<file path="src/logic/sgt_pkg.sv">
// Constants, register map and mode types of the smart card guard timer unit.
// Assumes one 125 MHz clock and an 8-bit register port with registered read data.
package sgt_pkg;

  // ----------------------------------------------------------------------
  // Register offsets
  // ----------------------------------------------------------------------
  localparam logic [7:0] ADDR_DC_LOW  = 8'h16;
  localparam logic [7:0] ADDR_DC_HIGH = 8'h17;
  localparam logic [7:0] ADDR_CW_LOW  = 8'h18;
  localparam logic [7:0] ADDR_CW_HIGH = 8'h19;
  localparam logic [7:0] ADDR_SP_HIGH = 8'h1A;
  localparam logic [7:0] ADDR_SP_LOW  = 8'h1B;
  localparam logic [7:0] ADDR_GR_A    = 8'h1C;
  localparam logic [7:0] ADDR_GR_B    = 8'h1D;
  localparam logic [7:0] ADDR_PRM     = 8'h1E;
  localparam logic [7:0] ADDR_TCTL    = 8'h1F;
  localparam logic [7:0] ADDR_ICTL    = 8'h20;
  localparam logic [7:0] ADDR_IRQ_STS = 8'h21;
  localparam logic [7:0] ADDR_IRQ_MSK = 8'h22;

  // ----------------------------------------------------------------------
  // Field positions and reset values
  // ----------------------------------------------------------------------
  localparam int          PRM_RESET_MODE_BIT  = 0;
  localparam int          PRM_SELECT_BIT      = 1;
  localparam int          TCTL_CLEAR_BIT      = 7;
  localparam int          ICTL_ENABLE_BIT     = 0;
  localparam int          IRQ_TS_WAIT_BIT     = 0;
  localparam int          IRQ_DC_ZERO_BIT     = 1;
  localparam int          IRQ_SPACING_BIT     = 2;
  localparam int          IRQ_BITS            = 3;
  localparam logic [7:0]  DC_RESET            = 8'hFF;
  localparam logic [7:0]  BYTE_RESET          = 8'h00;
  localparam logic [2:0]  IRQ_RESET           = 3'h0;

  typedef enum logic [1:0] {SGT_T0, SGT_T1, SGT_ATR} sgt_mode_t;

endpackage

</file>
<file path="src/logic/sgt_timers.sv">
// Guard timer, down counter and character timing registers of a smart card port.
// Assumes etu_tick, rx_start_bit and rx_char_done are one-cycle pulses made on clk
// by the clock divider and receiver next to this block.
`timescale 1ns/100ps
module sgt_timers (
  // Clock and reset
  input  wire logic        clk,
  input  wire logic        resetn,
  // Register port
  input  wire logic [7:0]  reg_addr,
  input  wire logic [7:0]  reg_wdata,
  input  wire logic        reg_wr,
  input  wire logic        reg_rd,
  output logic      [7:0]  reg_rdata,
  // Receiver and transmitter side
  input  wire logic        etu_tick,
  input  wire logic        rx_start_bit,
  input  wire logic        rx_char_done,
  output logic             tx_allow,
  output logic             rx_fifo_block,
  output logic      [7:0]  extra_guard,
  output logic      [15:0] char_wait_reload,
  // Card and interrupt
  output logic             card_reset_line,
  output logic             irq
);

  // ----------------------------------------------------------------------
  // Mode decoding
  // ----------------------------------------------------------------------
  function automatic sgt_pkg::sgt_mode_t decode_mode(input logic [1:0] prm);
    if (prm[sgt_pkg::PRM_SELECT_BIT]) begin
      decode_mode = sgt_pkg::SGT_T1;
    end else if (prm[sgt_pkg::PRM_RESET_MODE_BIT]) begin
      decode_mode = sgt_pkg::SGT_ATR;
    end else begin
      decode_mode = sgt_pkg::SGT_T0;
    end
  endfunction

  function automatic logic wr_at(input logic [7:0] a);
    wr_at = reg_wr && (reg_addr == a);
  endfunction

  typedef enum logic [2:0] {SGT_IDLE, SGT_RST_PULSE, SGT_WAIT_TS, SGT_ATR_DONE,
                            SGT_PROTO} sgt_state_t;

  logic [15:0]                dc_r;
  logic [15:0]                cw_r;
  logic [15:0]                sp_r;
  logic [7:0]                 gra_r;
  logic [7:0]                 grb_r;
  logic [7:0]                 lat_a_r;
  logic [7:0]                 lat_b_r;
  logic [1:0]                 prm_r;
  logic                       en_r;
  logic [sgt_pkg::IRQ_BITS-1:0] sts_r;
  logic [sgt_pkg::IRQ_BITS-1:0] sts_nxt;
  logic [sgt_pkg::IRQ_BITS-1:0] msk_r;
  logic [sgt_pkg::IRQ_BITS-1:0] msk_nxt;
  logic [sgt_pkg::IRQ_BITS-1:0] ev;
  logic [sgt_pkg::IRQ_BITS-1:0] clr;
  sgt_state_t                 st_r;
  sgt_state_t                 st_nxt;
  logic [7:0]                 g_cnt_r;
  logic [7:0]                 g_cnt_nxt;
  logic                       crst_nxt;
  logic [15:0]                sp_cnt_r;
  logic                       sp_arm_r;
  logic                       prm_wr;
  logic                       gclr;
  logic                       ts_expire;
  logic                       dc_zero_ev;
  logic                       sp_ev;

  assign prm_wr = wr_at(sgt_pkg::ADDR_PRM);
  assign gclr   = wr_at(sgt_pkg::ADDR_TCTL) && reg_wdata[sgt_pkg::TCTL_CLEAR_BIT];

  // ----------------------------------------------------------------------
  // Software registers
  // ----------------------------------------------------------------------
  always_ff @(posedge clk) begin
    if (!resetn) begin
      cw_r  <= {sgt_pkg::BYTE_RESET, sgt_pkg::BYTE_RESET};
      sp_r  <= {sgt_pkg::BYTE_RESET, sgt_pkg::BYTE_RESET};
      gra_r <= sgt_pkg::BYTE_RESET;
      grb_r <= sgt_pkg::BYTE_RESET;
      prm_r <= 2'h0;
      msk_r <= sgt_pkg::IRQ_RESET;
    end else begin
      if (wr_at(sgt_pkg::ADDR_CW_LOW)) begin
        cw_r[7:0] <= reg_wdata;
      end
      if (wr_at(sgt_pkg::ADDR_CW_HIGH)) begin
        cw_r[15:8] <= reg_wdata;
      end
      if (wr_at(sgt_pkg::ADDR_SP_LOW)) begin
        sp_r[7:0] <= reg_wdata;
      end
      if (wr_at(sgt_pkg::ADDR_SP_HIGH)) begin
        sp_r[15:8] <= reg_wdata;
      end
      if (wr_at(sgt_pkg::ADDR_GR_A)) begin
        gra_r <= reg_wdata;
      end
      if (wr_at(sgt_pkg::ADDR_GR_B)) begin
        grb_r <= reg_wdata;
      end
      if (prm_wr) begin
        prm_r <= reg_wdata[1:0];
      end
      if (wr_at(sgt_pkg::ADDR_IRQ_MSK)) begin
        msk_r <= reg_wdata[sgt_pkg::IRQ_BITS-1:0];
      end
    end
  end

  // Reloads reach the timer only through these copies, so a half-written
  // pair of reloads never steers a running sequence.
  always_ff @(posedge clk) begin
    if (!resetn) begin
      lat_a_r <= sgt_pkg::BYTE_RESET;
      lat_b_r <= sgt_pkg::BYTE_RESET;
    end else if (prm_wr) begin
      lat_a_r <= gra_r;
      lat_b_r <= grb_r;
    end
  end

  always_ff @(posedge clk) begin
    if (!resetn) begin
      en_r <= 1'b0;
    end else if (gclr) begin
      en_r <= 1'b0;
    end else if (wr_at(sgt_pkg::ADDR_ICTL)) begin
      en_r <= reg_wdata[sgt_pkg::ICTL_ENABLE_BIT];
    end
  end

  // ----------------------------------------------------------------------
  // General purpose down counter
  // ----------------------------------------------------------------------
  assign dc_zero_ev = etu_tick && (dc_r == 16'h0001) &&
                      !wr_at(sgt_pkg::ADDR_DC_LOW) && !wr_at(sgt_pkg::ADDR_DC_HIGH);

  always_ff @(posedge clk) begin
    if (!resetn) begin
      dc_r <= {sgt_pkg::DC_RESET, sgt_pkg::DC_RESET};
    end else if (wr_at(sgt_pkg::ADDR_DC_LOW)) begin
      dc_r[7:0] <= reg_wdata;
    end else if (wr_at(sgt_pkg::ADDR_DC_HIGH)) begin
      dc_r[15:8] <= reg_wdata;
    end else if (etu_tick && dc_r != 16'h0000) begin
      dc_r <= dc_r - 16'h0001;
    end
  end

  // ----------------------------------------------------------------------
  // Character spacing watch
  // ----------------------------------------------------------------------
  // The count restarts on every start bit edge, so the spacing is measured
  // leading edge to leading edge; a zero setting turns the watch off.
  assign sp_ev = sp_arm_r && etu_tick && !rx_start_bit && (sp_r != 16'h0000) &&
                 (sp_cnt_r == sp_r);

  always_ff @(posedge clk) begin
    if (!resetn) begin
      sp_cnt_r <= 16'h0000;
      sp_arm_r <= 1'b0;
    end else if (rx_start_bit) begin
      sp_cnt_r <= 16'h0000;
      sp_arm_r <= 1'b1;
    end else if (sp_ev) begin
      sp_arm_r <= 1'b0;
    end else if (etu_tick && sp_arm_r) begin
      sp_cnt_r <= sp_cnt_r + 16'h0001;
    end
  end

  // ----------------------------------------------------------------------
  // Guard timer sequencer
  // ----------------------------------------------------------------------
  assign ts_expire = (st_r == SGT_WAIT_TS) && en_r && !prm_wr && !rx_start_bit &&
                     etu_tick && (g_cnt_r <= 8'h01);

  always_comb begin
    st_nxt    = st_r;
    g_cnt_nxt = g_cnt_r;
    crst_nxt  = card_reset_line;
    if (!en_r || prm_wr) begin
      st_nxt = SGT_IDLE;
    end else begin
      case (st_r)
        SGT_IDLE: begin
          if (decode_mode(prm_r) == sgt_pkg::SGT_ATR) begin
            crst_nxt  = 1'b0;
            g_cnt_nxt = lat_b_r;
            st_nxt    = SGT_RST_PULSE;
          end else begin
            g_cnt_nxt = 8'h00;
            st_nxt    = SGT_PROTO;
          end
        end
        SGT_RST_PULSE: begin
          if (g_cnt_r == 8'h00 || (etu_tick && g_cnt_r == 8'h01)) begin
            crst_nxt  = 1'b1;
            g_cnt_nxt = lat_a_r;
            st_nxt    = SGT_WAIT_TS;
          end else if (etu_tick) begin
            g_cnt_nxt = g_cnt_r - 8'h01;
          end
        end
        SGT_WAIT_TS: begin
          if (rx_start_bit || ts_expire) begin
            st_nxt = SGT_ATR_DONE;
          end else if (etu_tick) begin
            g_cnt_nxt = g_cnt_r - 8'h01;
          end
        end
        SGT_ATR_DONE: begin
          st_nxt = SGT_ATR_DONE;
        end
        SGT_PROTO: begin
          if (rx_char_done) begin
            g_cnt_nxt = lat_b_r;
          end else if (etu_tick && g_cnt_r != 8'h00) begin
            g_cnt_nxt = g_cnt_r - 8'h01;
          end
        end
        default: begin
          st_nxt = SGT_IDLE;
        end
      endcase
    end
  end

  always_ff @(posedge clk) begin
    if (!resetn) begin
      st_r            <= SGT_IDLE;
      g_cnt_r         <= 8'h00;
      card_reset_line <= 1'b0;
    end else begin
      st_r            <= st_nxt;
      g_cnt_r         <= g_cnt_nxt;
      card_reset_line <= crst_nxt;
    end
  end

  // ----------------------------------------------------------------------
  // Outputs to the transmitter and receiver
  // ----------------------------------------------------------------------
  always_ff @(posedge clk) begin
    if (!resetn) begin
      tx_allow <= 1'b1;
    end else begin
      tx_allow <= !(en_r && st_r == SGT_PROTO &&
                    (rx_char_done || g_cnt_r != 8'h00));
    end
  end

  // The block stays until software rewrites the mode, which is also how a
  // fresh reset sequence is started.
  always_ff @(posedge clk) begin
    if (!resetn) begin
      rx_fifo_block <= 1'b0;
    end else if (ts_expire) begin
      rx_fifo_block <= 1'b1;
    end else if (prm_wr) begin
      rx_fifo_block <= 1'b0;
    end
  end

  always_ff @(posedge clk) begin
    if (!resetn) begin
      extra_guard      <= sgt_pkg::BYTE_RESET;
      char_wait_reload <= {sgt_pkg::BYTE_RESET, sgt_pkg::BYTE_RESET};
    end else begin
      extra_guard      <= (decode_mode(prm_r) == sgt_pkg::SGT_ATR) ? 8'h00 : lat_a_r;
      char_wait_reload <= cw_r;
    end
  end

  // ----------------------------------------------------------------------
  // Interrupt status and mask
  // ----------------------------------------------------------------------
  assign ev[sgt_pkg::IRQ_TS_WAIT_BIT] = ts_expire;
  assign ev[sgt_pkg::IRQ_DC_ZERO_BIT] = dc_zero_ev;
  assign ev[sgt_pkg::IRQ_SPACING_BIT] = sp_ev;

  always_comb begin
    clr = wr_at(sgt_pkg::ADDR_IRQ_STS) ? reg_wdata[sgt_pkg::IRQ_BITS-1:0]
                                        : {sgt_pkg::IRQ_BITS{1'b0}};
    clr[sgt_pkg::IRQ_TS_WAIT_BIT] = clr[sgt_pkg::IRQ_TS_WAIT_BIT] | gclr;
  end

  // A new event wins over a clear in the same cycle.
  assign sts_nxt = (sts_r & ~clr) | ev;
  // The level follows a mask write in the same cycle as the status it gates.
  assign msk_nxt = wr_at(sgt_pkg::ADDR_IRQ_MSK) ? reg_wdata[sgt_pkg::IRQ_BITS-1:0] : msk_r;

  always_ff @(posedge clk) begin
    if (!resetn) begin
      sts_r <= sgt_pkg::IRQ_RESET;
      irq   <= 1'b0;
    end else begin
      sts_r <= sts_nxt;
      irq   <= |(sts_nxt & msk_nxt);
    end
  end

  // ----------------------------------------------------------------------
  // Read port
  // ----------------------------------------------------------------------
  always_ff @(posedge clk) begin
    if (!resetn) begin
      reg_rdata <= 8'h00;
    end else if (!reg_rd) begin
      reg_rdata <= 8'h00;
    end else begin
      case (reg_addr)
        sgt_pkg::ADDR_DC_LOW:  reg_rdata <= dc_r[7:0];
        sgt_pkg::ADDR_DC_HIGH: reg_rdata <= dc_r[15:8];
        sgt_pkg::ADDR_CW_LOW:  reg_rdata <= cw_r[7:0];
        sgt_pkg::ADDR_CW_HIGH: reg_rdata <= cw_r[15:8];
        sgt_pkg::ADDR_SP_HIGH: reg_rdata <= sp_r[15:8];
        sgt_pkg::ADDR_SP_LOW:  reg_rdata <= sp_r[7:0];
        sgt_pkg::ADDR_GR_A:    reg_rdata <= gra_r;
        sgt_pkg::ADDR_GR_B:    reg_rdata <= grb_r;
        sgt_pkg::ADDR_PRM:     reg_rdata <= {6'h00, prm_r};
        sgt_pkg::ADDR_TCTL:    reg_rdata <= 8'h00;
        sgt_pkg::ADDR_ICTL:    reg_rdata <= {7'h00, en_r};
        sgt_pkg::ADDR_IRQ_STS: reg_rdata <= {5'h00, sts_r};
        sgt_pkg::ADDR_IRQ_MSK: reg_rdata <= {5'h00, msk_r};
        default:               reg_rdata <= 8'h00;
      endcase
    end
  end

  // ----------------------------------------------------------------------
  // Assertions
  // ----------------------------------------------------------------------
  a_dc_low_write: assert property (@(posedge clk) disable iff (!resetn)
    wr_at(sgt_pkg::ADDR_DC_LOW) |=> dc_r[7:0] == $past(reg_wdata))
    else $error("Down counter low byte did not take the write.");

  a_reload_latch: assert property (@(posedge clk) disable iff (!resetn)
    prm_wr |=> (lat_a_r == $past(gra_r)) && (lat_b_r == $past(grb_r)))
    else $error("Guard reloads not copied on mode write.");

  a_reload_hold: assert property (@(posedge clk) disable iff (!resetn)
    !prm_wr |=> $stable(lat_a_r) && $stable(lat_b_r))
    else $error("Guard reload copy changed without a mode write.");

  a_ts_timeout: assert property (@(posedge clk) disable iff (!resetn)
    ts_expire |=> sts_r[sgt_pkg::IRQ_TS_WAIT_BIT] && rx_fifo_block && st_r == SGT_ATR_DONE)
    else $error("Initial character timeout did not flag and block.");

  a_tx_guard_hold: assert property (@(posedge clk) disable iff (!resetn)
    (en_r && !prm_wr && !gclr && !wr_at(sgt_pkg::ADDR_ICTL) && st_r == SGT_PROTO &&
     rx_char_done && lat_b_r != 8'h00)
    |=> !tx_allow ##1 !tx_allow)
    else $error("Transmit not held after a received character.");

  a_tx_free_off: assert property (@(posedge clk) disable iff (!resetn)
    !en_r |=> tx_allow)
    else $error("Transmit held while guard timer disabled.");

  a_clear_enable: assert property (@(posedge clk) disable iff (!resetn)
    gclr |=> !en_r ##1 st_r == SGT_IDLE)
    else $error("Guard clear did not stop the timer.");

  a_reset_pulse: assert property (@(posedge clk) disable iff (!resetn)
    st_r == SGT_RST_PULSE |-> !card_reset_line)
    else $error("Card reset line high during the reset pulse.");

  a_irq_level: assert property (@(posedge clk) disable iff (!resetn)
    ##1 irq == |(sts_r & msk_r))
    else $error("Interrupt output disagrees with masked status.");

endmodule

</file>
<file path="config.mk">
export PLATFORM = sky130hd
export DESIGN_NAME = sgt_timers
export DESIGN_NICKNAME = d
export VERILOG_FILES = /design/src/logic/sgt_pkg.sv /design/src/logic/sgt_timers.sv
export SDC_FILE = /design/constraint.sdc
export NUM_CORES = 1
export LEC_CHECK = 0
export BUFFER_PORTS_ARGS = -buffer_cell sky130_fd_sc_hd__buf_2
export CAP_MARGIN = 10
export CORE_UTILIZATION = 54
export CTS_CLUSTER_SIZE = 8
export DETAILED_ROUTE_END_ITERATION = 16
export HOLD_SLACK_MARGIN = 0.08
export PLACE_DENSITY = 0.86
export SYNTH_ARGS = -nofsm -noshare
export SYNTH_HDL_FRONTEND = slang
export SYNTH_SLANG_ARGS = --single-unit
</file>
<file path="constraint.sdc">
create_clock -name clk -period 1.9 [get_ports clk]
set_input_delay 0 -clock clk [delete_from_list [all_inputs] [get_ports clk]]
set_output_delay 0 -clock clk [all_outputs]
set_load 0.01 [all_outputs]
</file>
==> flow_summary.json, run 1 <==
{
  "maxCapViolCount": 0,
  "die_area_sq_um": 14200,
  "min_period_ns": 2.02,
  "clock-root-buffer": "clkbuf_16",
  "end_kind": "flop",
  "skew_ns": 0.00969,
  "synthArstFlopShare_pct": 0,
  "p_int_uw": 5100,
  "grt_antenna_before_repair": 0,
  "drive_gt1_share_pct": 26.1,
  "start_util_pct": 55.6,
  "synth_ff_type": "dfxtp_1",
  "clkLatencyLatePin_ns": 0.44,
  "power.switching_uw": 1860,
  "crit_required_ns": 2.25,
  "final_area_sq_um": 9480,
  "combPwrFrac_pct": 5.6,
  "swShare_pct": 26.8,
  "cp_slowest_cell": "nor4_2",
  "timing.final.hold_violations": 0,
  "hold_path_depth": 5,
  "cp_data_arrival_time_ns": 2.37,
  "syn_nets": 954,
  "clkPwrFrac_pct": 47.9,
  "areaGrowthSynthToFinish_pct": 27.7,
  "htreeDepth": 4,
  "grt_first_pass_wirelength_mm": 37.1,
  "synth_cells": 924,
  "ys_warn_count": 0,
  "peakVddDrop_mv": 0.591,
  "synth-seq-cells": 153,
  "synth.cell_area_sq_um": 7420,
  "rsz0062_at_grt": "yes",
  "finalSetupViolations": 25,
  "setup_ws_ns": -0.122,
  "grt.overflow.total": 0,
  "slew_headroom_pct": 62.6,
  "drv_slew": 0,
  "fin_setup_tns_ns": -1.55,
  "synth-seq-area-share_pct": 41.3,
  "hold_path_class": "primary input to flop",
  "synth_edf_count": 0,
  "io_pins": 59,
  "grt_pass1_vias": 7282,
  "core-area_sq_um": 13300,
  "crit_chain": "xor2_2 -> nor4_2 -> nand4_1 -> o21ai_0 -> nand2_1 -> a21oi_1",
  "first_iter_violations": 1309,
  "critPathKind": "flop to flop",
  "cts_tree": "done",
  "drc": 0,
  "p_leak_uw": 0.00356,
  "place_area_sq_um": 8340,
  "avgSynthCellArea_sq_um": 8.03,
  "synth_cell_type_count": 75,
  "slowest_delay_ns": 0.39,
  "fin_crit_sh_pct": 106,
  "drt-pass1-iter-count": 7,
  "clkSlewWorstSetupHoldPaths_ns": 0.07,
  "fin_nets": 1074,
  "die_h_um": 119,
  "nFillCells": 960,
  "clkSinkCount": 153,
  "viasPerCell": 6.51,
  "cp_max_fo": 3,
  "critPathLaunchType": "flop",
  "pwr-share-seq_pct": 46.5,
  "wl_per_cell_um": 19.6,
  "r2r_cells": 6,
  "antenna_left": 0,
  "failed_checks": "negative setup slack",
  "numCtsBuffers": 17,
  "place_ws_ns": -0.226,
  "p_per_area_nw_per_um2": 734,
  "antenna-diode-count": 0,
  "die_x_um": 119,
  "clk_path_buf_depth": 2,
  "gp_congestion": 0.984,
  "grt_max_degree": 56,
  "status": "finished with violations",
  "dr_total_vias": 8032,
  "dp_hpwl_mm": 15.4,
  "finalWirelength_mm": 24.1,
  "tightest_slew_ns": 0.560,
  "grt_usage_pct": 33.0,
  "final_core_util_pct": 71.0,
  "rows": 42,
  "fmax_mhz": 495,
  "port_buffers": 58
}
[cell usage after synthesis, types with 4 or more instances]
cell type	instances	area [sq um]
a21oi_1	100	500
a221o_1	5	50.1
a222oi_1	5	50.1
a22oi_1	19	143
a31oi_1	20	125
and2_1	24	150
and3_1	16	100
and4_1	4	35.0
buf_1	4	15.0
buf_2	10	50.1
clkbuf_1	42	158
clkbuf_2	4	20.0
dfxtp_1	153	3060
ha_1	7	87.6
inv_1	13	48.8
mux2i_1	10	100
nand2_1	141	529
nand2b_1	10	62.6
nand3_1	69	345
nand3b_1	4	30.0
nand4_1	21	131
nor2_1	50	188
nor2b_1	6	37.5
nor3_1	14	70.1
nor4_1	13	81.3
o211ai_1	5	37.5
o21a_1	5	37.5
o21ai_0	36	180
o31ai_1	5	37.5
or3_1	18	113
xnor2_1	8	70.1
xor2_1	15	131
[critical path, delay by kind of cell (launching register included)]
family / cells / cell delay (ns)
AND/OR/NAND/NOR: 3 / 0.79
AO/OA/AOI/OAI: 2 / 0.58
flip-flops: 1 / 0.37
XOR/XNOR: 1 / 0.19
[metal layers]
metal  GRT usage [%]  wire length, um  vias up
met3            7.81             2600      127
met1            42.9             9190     3722
met2            50.5            11100      587
met4            17.8             1290        0
met5               0                0        -
li1                -                -     3596
[power by group through the flow]
stage	sequential [uW]	combinational [uW]	clock [uW]
floorplan	3310	195	0
global placement	3300	331	0
detailed placement	3310	337	0
CTS	3230	363	3320
global route	3240	411	3470
finish	3230	391	3340
[stage by stage]
stage,std cells,power [uW],hold slack [ns]
global placement,1180,3640,0.321
detailed placement,1180,3640,0.330
global route,1233,7110,0.139
CTS,1227,6910,0.0824
finish,1233,6960,0.0859
floorplan,924,3500,0.117
[layout by cell type, fill, tap and decap left out, types with 5 or more instances in the layout]
cell type / Yosys / final
dfxtp_1: 153 / 135
xor2_2: 0 / 5
buf_4: 3 / 88
nor2b_1: 6 / 6
o21ai_2: 0 / 5
nand3_1: 69 / 67
and2_1: 24 / 24
buf_2: 10 / 59
or3_1: 18 / 17
xnor2_1: 8 / 8
nand2b_1: 10 / 9
nand4_1: 21 / 21
o21ai_1: 1 / 7
inv_1: 13 / 10
nand2_1: 141 / 141
a221o_1: 5 / 5
inv_8: 0 / 6
a21oi_1: 100 / 93
and3_1: 16 / 16
nor2_1: 50 / 46
dlygate4sd3_1: 0 / 12
a21oi_2: 0 / 7
o211ai_1: 5 / 5
a31oi_1: 20 / 19
clkbuf_16: 0 / 17
nor3_1: 14 / 13
dfxtp_2: 0 / 16
a222oi_1: 5 / 5
mux2i_1: 10 / 10
xor2_1: 15 / 10
o21ai_0: 36 / 24
nor4_4: 0 / 5
nor4_2: 2 / 7
a22oi_1: 19 / 18
[logic make-up (layout without fill, tap and decap cells)]
logic type                 after synthesis  count (layout)  share of synthesized area [%]
and+or+nand+nor                        413             413                           28.3
AOI/OAI and AO/OA                      240             240                           20.5
DFF                                    153             153                           41.3
buffers and inverters                   77             210                           4.38
xor gates and xnor gates                23              23                           2.71
muxes                                   11              11                           1.65
adders and majority gates                7               7                           1.18
[registers in the layout, indices dropped and copies added, names as in the netlist, 8 cells and up]
| register | flops |
|---|---|
| grb_r | 8 |
| g_cnt_r | 8 |
| sp_r | 16 |
| char_wait_reload | 16 |
| lat_a_r | 8 |
| lat_b_r | 8 |
| sp_cnt_r | 16 |
| gra_r | 8 |
| reg_rdata | 8 |
| dc_r | 16 |
| cw_r | 16 |
| extra_guard | 8 |
[path summary, 6_finish.rpt]
| check | slack [ns] | start | endpoint |
|---|---|---|---|
| worst min register to register | 0.46 | lat_b_r[2]$_SDFFE_PN0P_ | lat_b_r[2]$_SDFFE_PN0P_ |
| worst max-delay path | -0.12 | sp_r[6]$_SDFFE_PN0P_ | sp_cnt_r[1]$_SDFFE_PP0P_ |
| worst max register to register | -0.12 | sp_r[6]$_SDFFE_PN0P_ | sp_cnt_r[1]$_SDFFE_PP0P_ |
| worst min-delay path | 0.09 | reg_addr[1] | en_r$_SDFFE_PP0P_ |
[cell type report]
type,instances,area [sq um],area share (%)
multi-input cells,694,4380,46.2
clock inverters,15,151,1.60
inverters,13,51.3,0.541
repair buffers,165,1160,12.2
well taps,176,220,2.32
flip-flops and latches,153,3090,32.6
clock buffers,17,425,4.49
[timing repair]
item,CTS,global route
pin swaps,11,21
hold endpoints to repair,88,0
hold buffers,12,0
gates cloned,0,2
endpoints found under the setup margin,12,39
resized for setup,18,77
setup buffers,3,4
(Power assumes the default switching activity.)
==> run 2: changes to the inputs <==
--- a/config.mk
+++ b/config.mk
@@ -5,13 +5,16 @@
 export SDC_FILE = /design/constraint.sdc
 export NUM_CORES = 1
 export LEC_CHECK = 0
+export ABC_CLOCK_PERIOD_IN_PS = 1900
 export BUFFER_PORTS_ARGS = -buffer_cell sky130_fd_sc_hd__buf_2
 export CAP_MARGIN = 10
-export CORE_UTILIZATION = 54
+export CORE_MARGIN = 2
+export CORE_UTILIZATION = 56
+export CTS_BUF_LIST = sky130_fd_sc_hd__clkbuf_4 sky130_fd_sc_hd__clkbuf_8
 export CTS_CLUSTER_SIZE = 8
 export DETAILED_ROUTE_END_ITERATION = 16
 export HOLD_SLACK_MARGIN = 0.08
-export PLACE_DENSITY = 0.86
+export PLACE_DENSITY = 0.88
 export SYNTH_ARGS = -nofsm -noshare
 export SYNTH_HDL_FRONTEND = slang
 export SYNTH_SLANG_ARGS = --single-unit
==> run 2 against run 1 <==
  * Register-to-register slack worse by 0.06 ns
  * Setup slack worse by 0.065 ns
  * Highest routed layer unchanged
  * The flow still finishes with violations (negative setup slack)
  * Clock power down 19%
  * Global-route usage down 0.70 points
  * Critical path depth up 3
  * Critical path type unchanged
==> flow_summary.json, run 2 (synthesized netlist as in run 1, its figures left out) <==
{
  "skew_ns": 0.0146,
  "clkSlewWorstSetupHoldPaths_ns": 0.08,
  "end_kind": "flop",
  "crit_chain": "inv_4 -> ha_4 -> a21o_1 -> a31o_2 -> a21o_4 -> buf_6 -> or3_1 -> a31oi_1 -> a221o_1",
  "htreeDepth": 4,
  "tightest_slew_ns": 0.620,
  "areaGrowthSynthToFinish_pct": 29.9,
  "rsz0062_at_grt": "yes",
  "grt_use_met1_pct": 40.4,
  "finalSetupViolations": 30,
  "setup_ws_ns": -0.186,
  "grt_max_degree": 50,
  "critPathLaunchType": "flop",
  "min_period_ns": 2.09,
  "rows": 42,
  "cts_tree": "done",
  "io_pins": 59,
  "hold_path_class": "primary input to flop",
  "dr_total_vias": 8205,
  "numCtsBuffers": 17,
  "timing.hold.ws_ns": 0.119,
  "drv_slew": 0,
  "critPathTopFamily": "compound AO/OA/AOI/OAI gates",
  "dp_hpwl_mm": 15.6,
  "grt_usage_pct": 32.3,
  "start_util_pct": 56.7,
  "antenna_left": 0,
  "crit_required_ns": 2.32,
  "final_core_util_pct": 73.7,
  "status": "finished with violations",
  "drive_gt1_share_pct": 28.2,
  "core-area_sq_um": 13100,
  "drc": 0,
  "failed_checks": "negative setup slack",
  "grt_pass1_vias": 7171,
  "clock-root-buffer": "clkbuf_8",
  "place_ws_ns": -0.0945,
  "die_h_um": 119,
  "die_x_um": 119,
  "die_area_sq_um": 14200,
  "cp_data_arrival_time_ns": 2.51,
  "power_uw": 6330,
  "path_buf_inv": 2,
  "p_per_area_nw_per_um2": 656,
  "cp_slowest_cell": "dfxtp_4",
  "first_iter_violations": 1282,
  "final_cell_mix": "nand2_1, dfxtp_1, buf_4",
  "wl_per_cell_um": 20.1,
  "grt_first_pass_wirelength_mm": 36.2,
  "finalWirelength_mm": 25.2,
  "maxCapViolCount": 0,
  "port_buffers": 58,
  "grt_antenna_before_repair": 0,
  "grt_util_met3_pct": 7.47,
  "timing.final.hold_violations": 0,
  "peakVddDrop_mv": 0.617,
  "clk_path_buf_depth": 2,
  "p_leak_uw": 0.00363,
  "final_area_sq_um": 9640,
  "top_usage_layer": "met2",
  "fin_crit_sh_pct": 110,
  "fin_nets": 1095,
  "place_area_sq_um": 8370,
  "clkSinkCount": 153,
  "nFillCells": 863,
  "critPathKind": "flop to flop",
  "clkLatencyLatePin_ns": 0.48,
  "fmax_mhz": 479,
  "gr-usage-met2_pct": 50.7,
  "viasPerCell": 6.54,
  "antenna-diode-count": 0,
  "slew_headroom_pct": 58.2,
  "grt.overflow.total": 0,
  "cp_max_fo": 4,
  "slowest_delay_ns": 0.39,
  "final_common_cell": "nand2_1",
  "gp_congestion": 1.01,
  "drt-pass1-iter-count": 6
}
## run 2: cell types whose count changed in the layout (fill, tap and decap cells not counted), moves of 5 or more
cell	before	now
inv_8	6	0
clkbuf_8	0	19
buf_4	88	100
dfxtp_1	135	130
clkbuf_16	17	0
dfxtp_4	2	10
## run 2: metrics by stage
| stage | cells | TNS [ns] |
|---|---|---|
| after floorplan | 924 | 0 |
| after global placement | 1185 | -0.0849 |
| after detailed placement | 1185 | -0.672 |
| after CTS | 1237 | -0.227 |
| after global routing | 1254 | -5.28 |
| final | 1254 | -2.40 |
## run 2: power by group
| part | internal, uW | switching, uW |
|---|---|---|
| clock | 1400 | 1290 |
| combinational | 143 | 275 |
| sequential | 3200 | 13.5 |
## run 2: routing by layer
| metal | up-vias | part of all wire [%] |
|---|---|---|
| met1 | 3850 | 37 |
| li1 | 3631 | - |
| met2 | 586 | 47 |
| met3 | 138 | 10 |
| met5 | - | 0 |
| met4 | 0 | 6.0 |
## run 2: final timing paths
kind | from | endpoint | slack [ns] | cells past startpoint
setup / recovery | g_cnt_r[0]$_SDFFE_PN0P_ | g_cnt_r[4]$_SDFFE_PN0P_ | -0.19 | 9
hold / removal | reg_addr[3] | en_r$_SDFFE_PP0P_ | 0.12 | 5
setup reg to reg | g_cnt_r[0]$_SDFFE_PN0P_ | g_cnt_r[4]$_SDFFE_PN0P_ | -0.19 | 9
hold reg to reg | lat_b_r[1]$_SDFFE_PN0P_ | lat_b_r[1]$_SDFFE_PN0P_ | 0.47 | 2
## run 2: area by class of cell
cell class | instances | area (sq um) | area share [%]
clock buffers | 20 | 269 | 2.79
flip-flops and latches | 153 | 3120 | 32.3
clock inverters | 12 | 164 | 1.70
well taps | 176 | 220 | 2.28
multi-input cells | 694 | 4470 | 46.3
inverters | 13 | 51.3 | 0.532
repair buffers | 186 | 1350 | 14.0
## run 2: worst min-delay path: cells and delay by family
| kind | cells | cell delay [ns] |
|---|---|---|
| buf+inv | 2 | 0.30 |
| simple gates | 2 | 0.18 |
| compound gates | 1 | 0.08 |
## run 2: repair_timing
action,in CTS,in global routing
pin swaps,7,33
buffers inserted,4,14
setup endpoints to repair,15,40
cloned,0,3
hold buffers,16,0
endpoints found under the hold margin,109,0
resized for setup,18,114
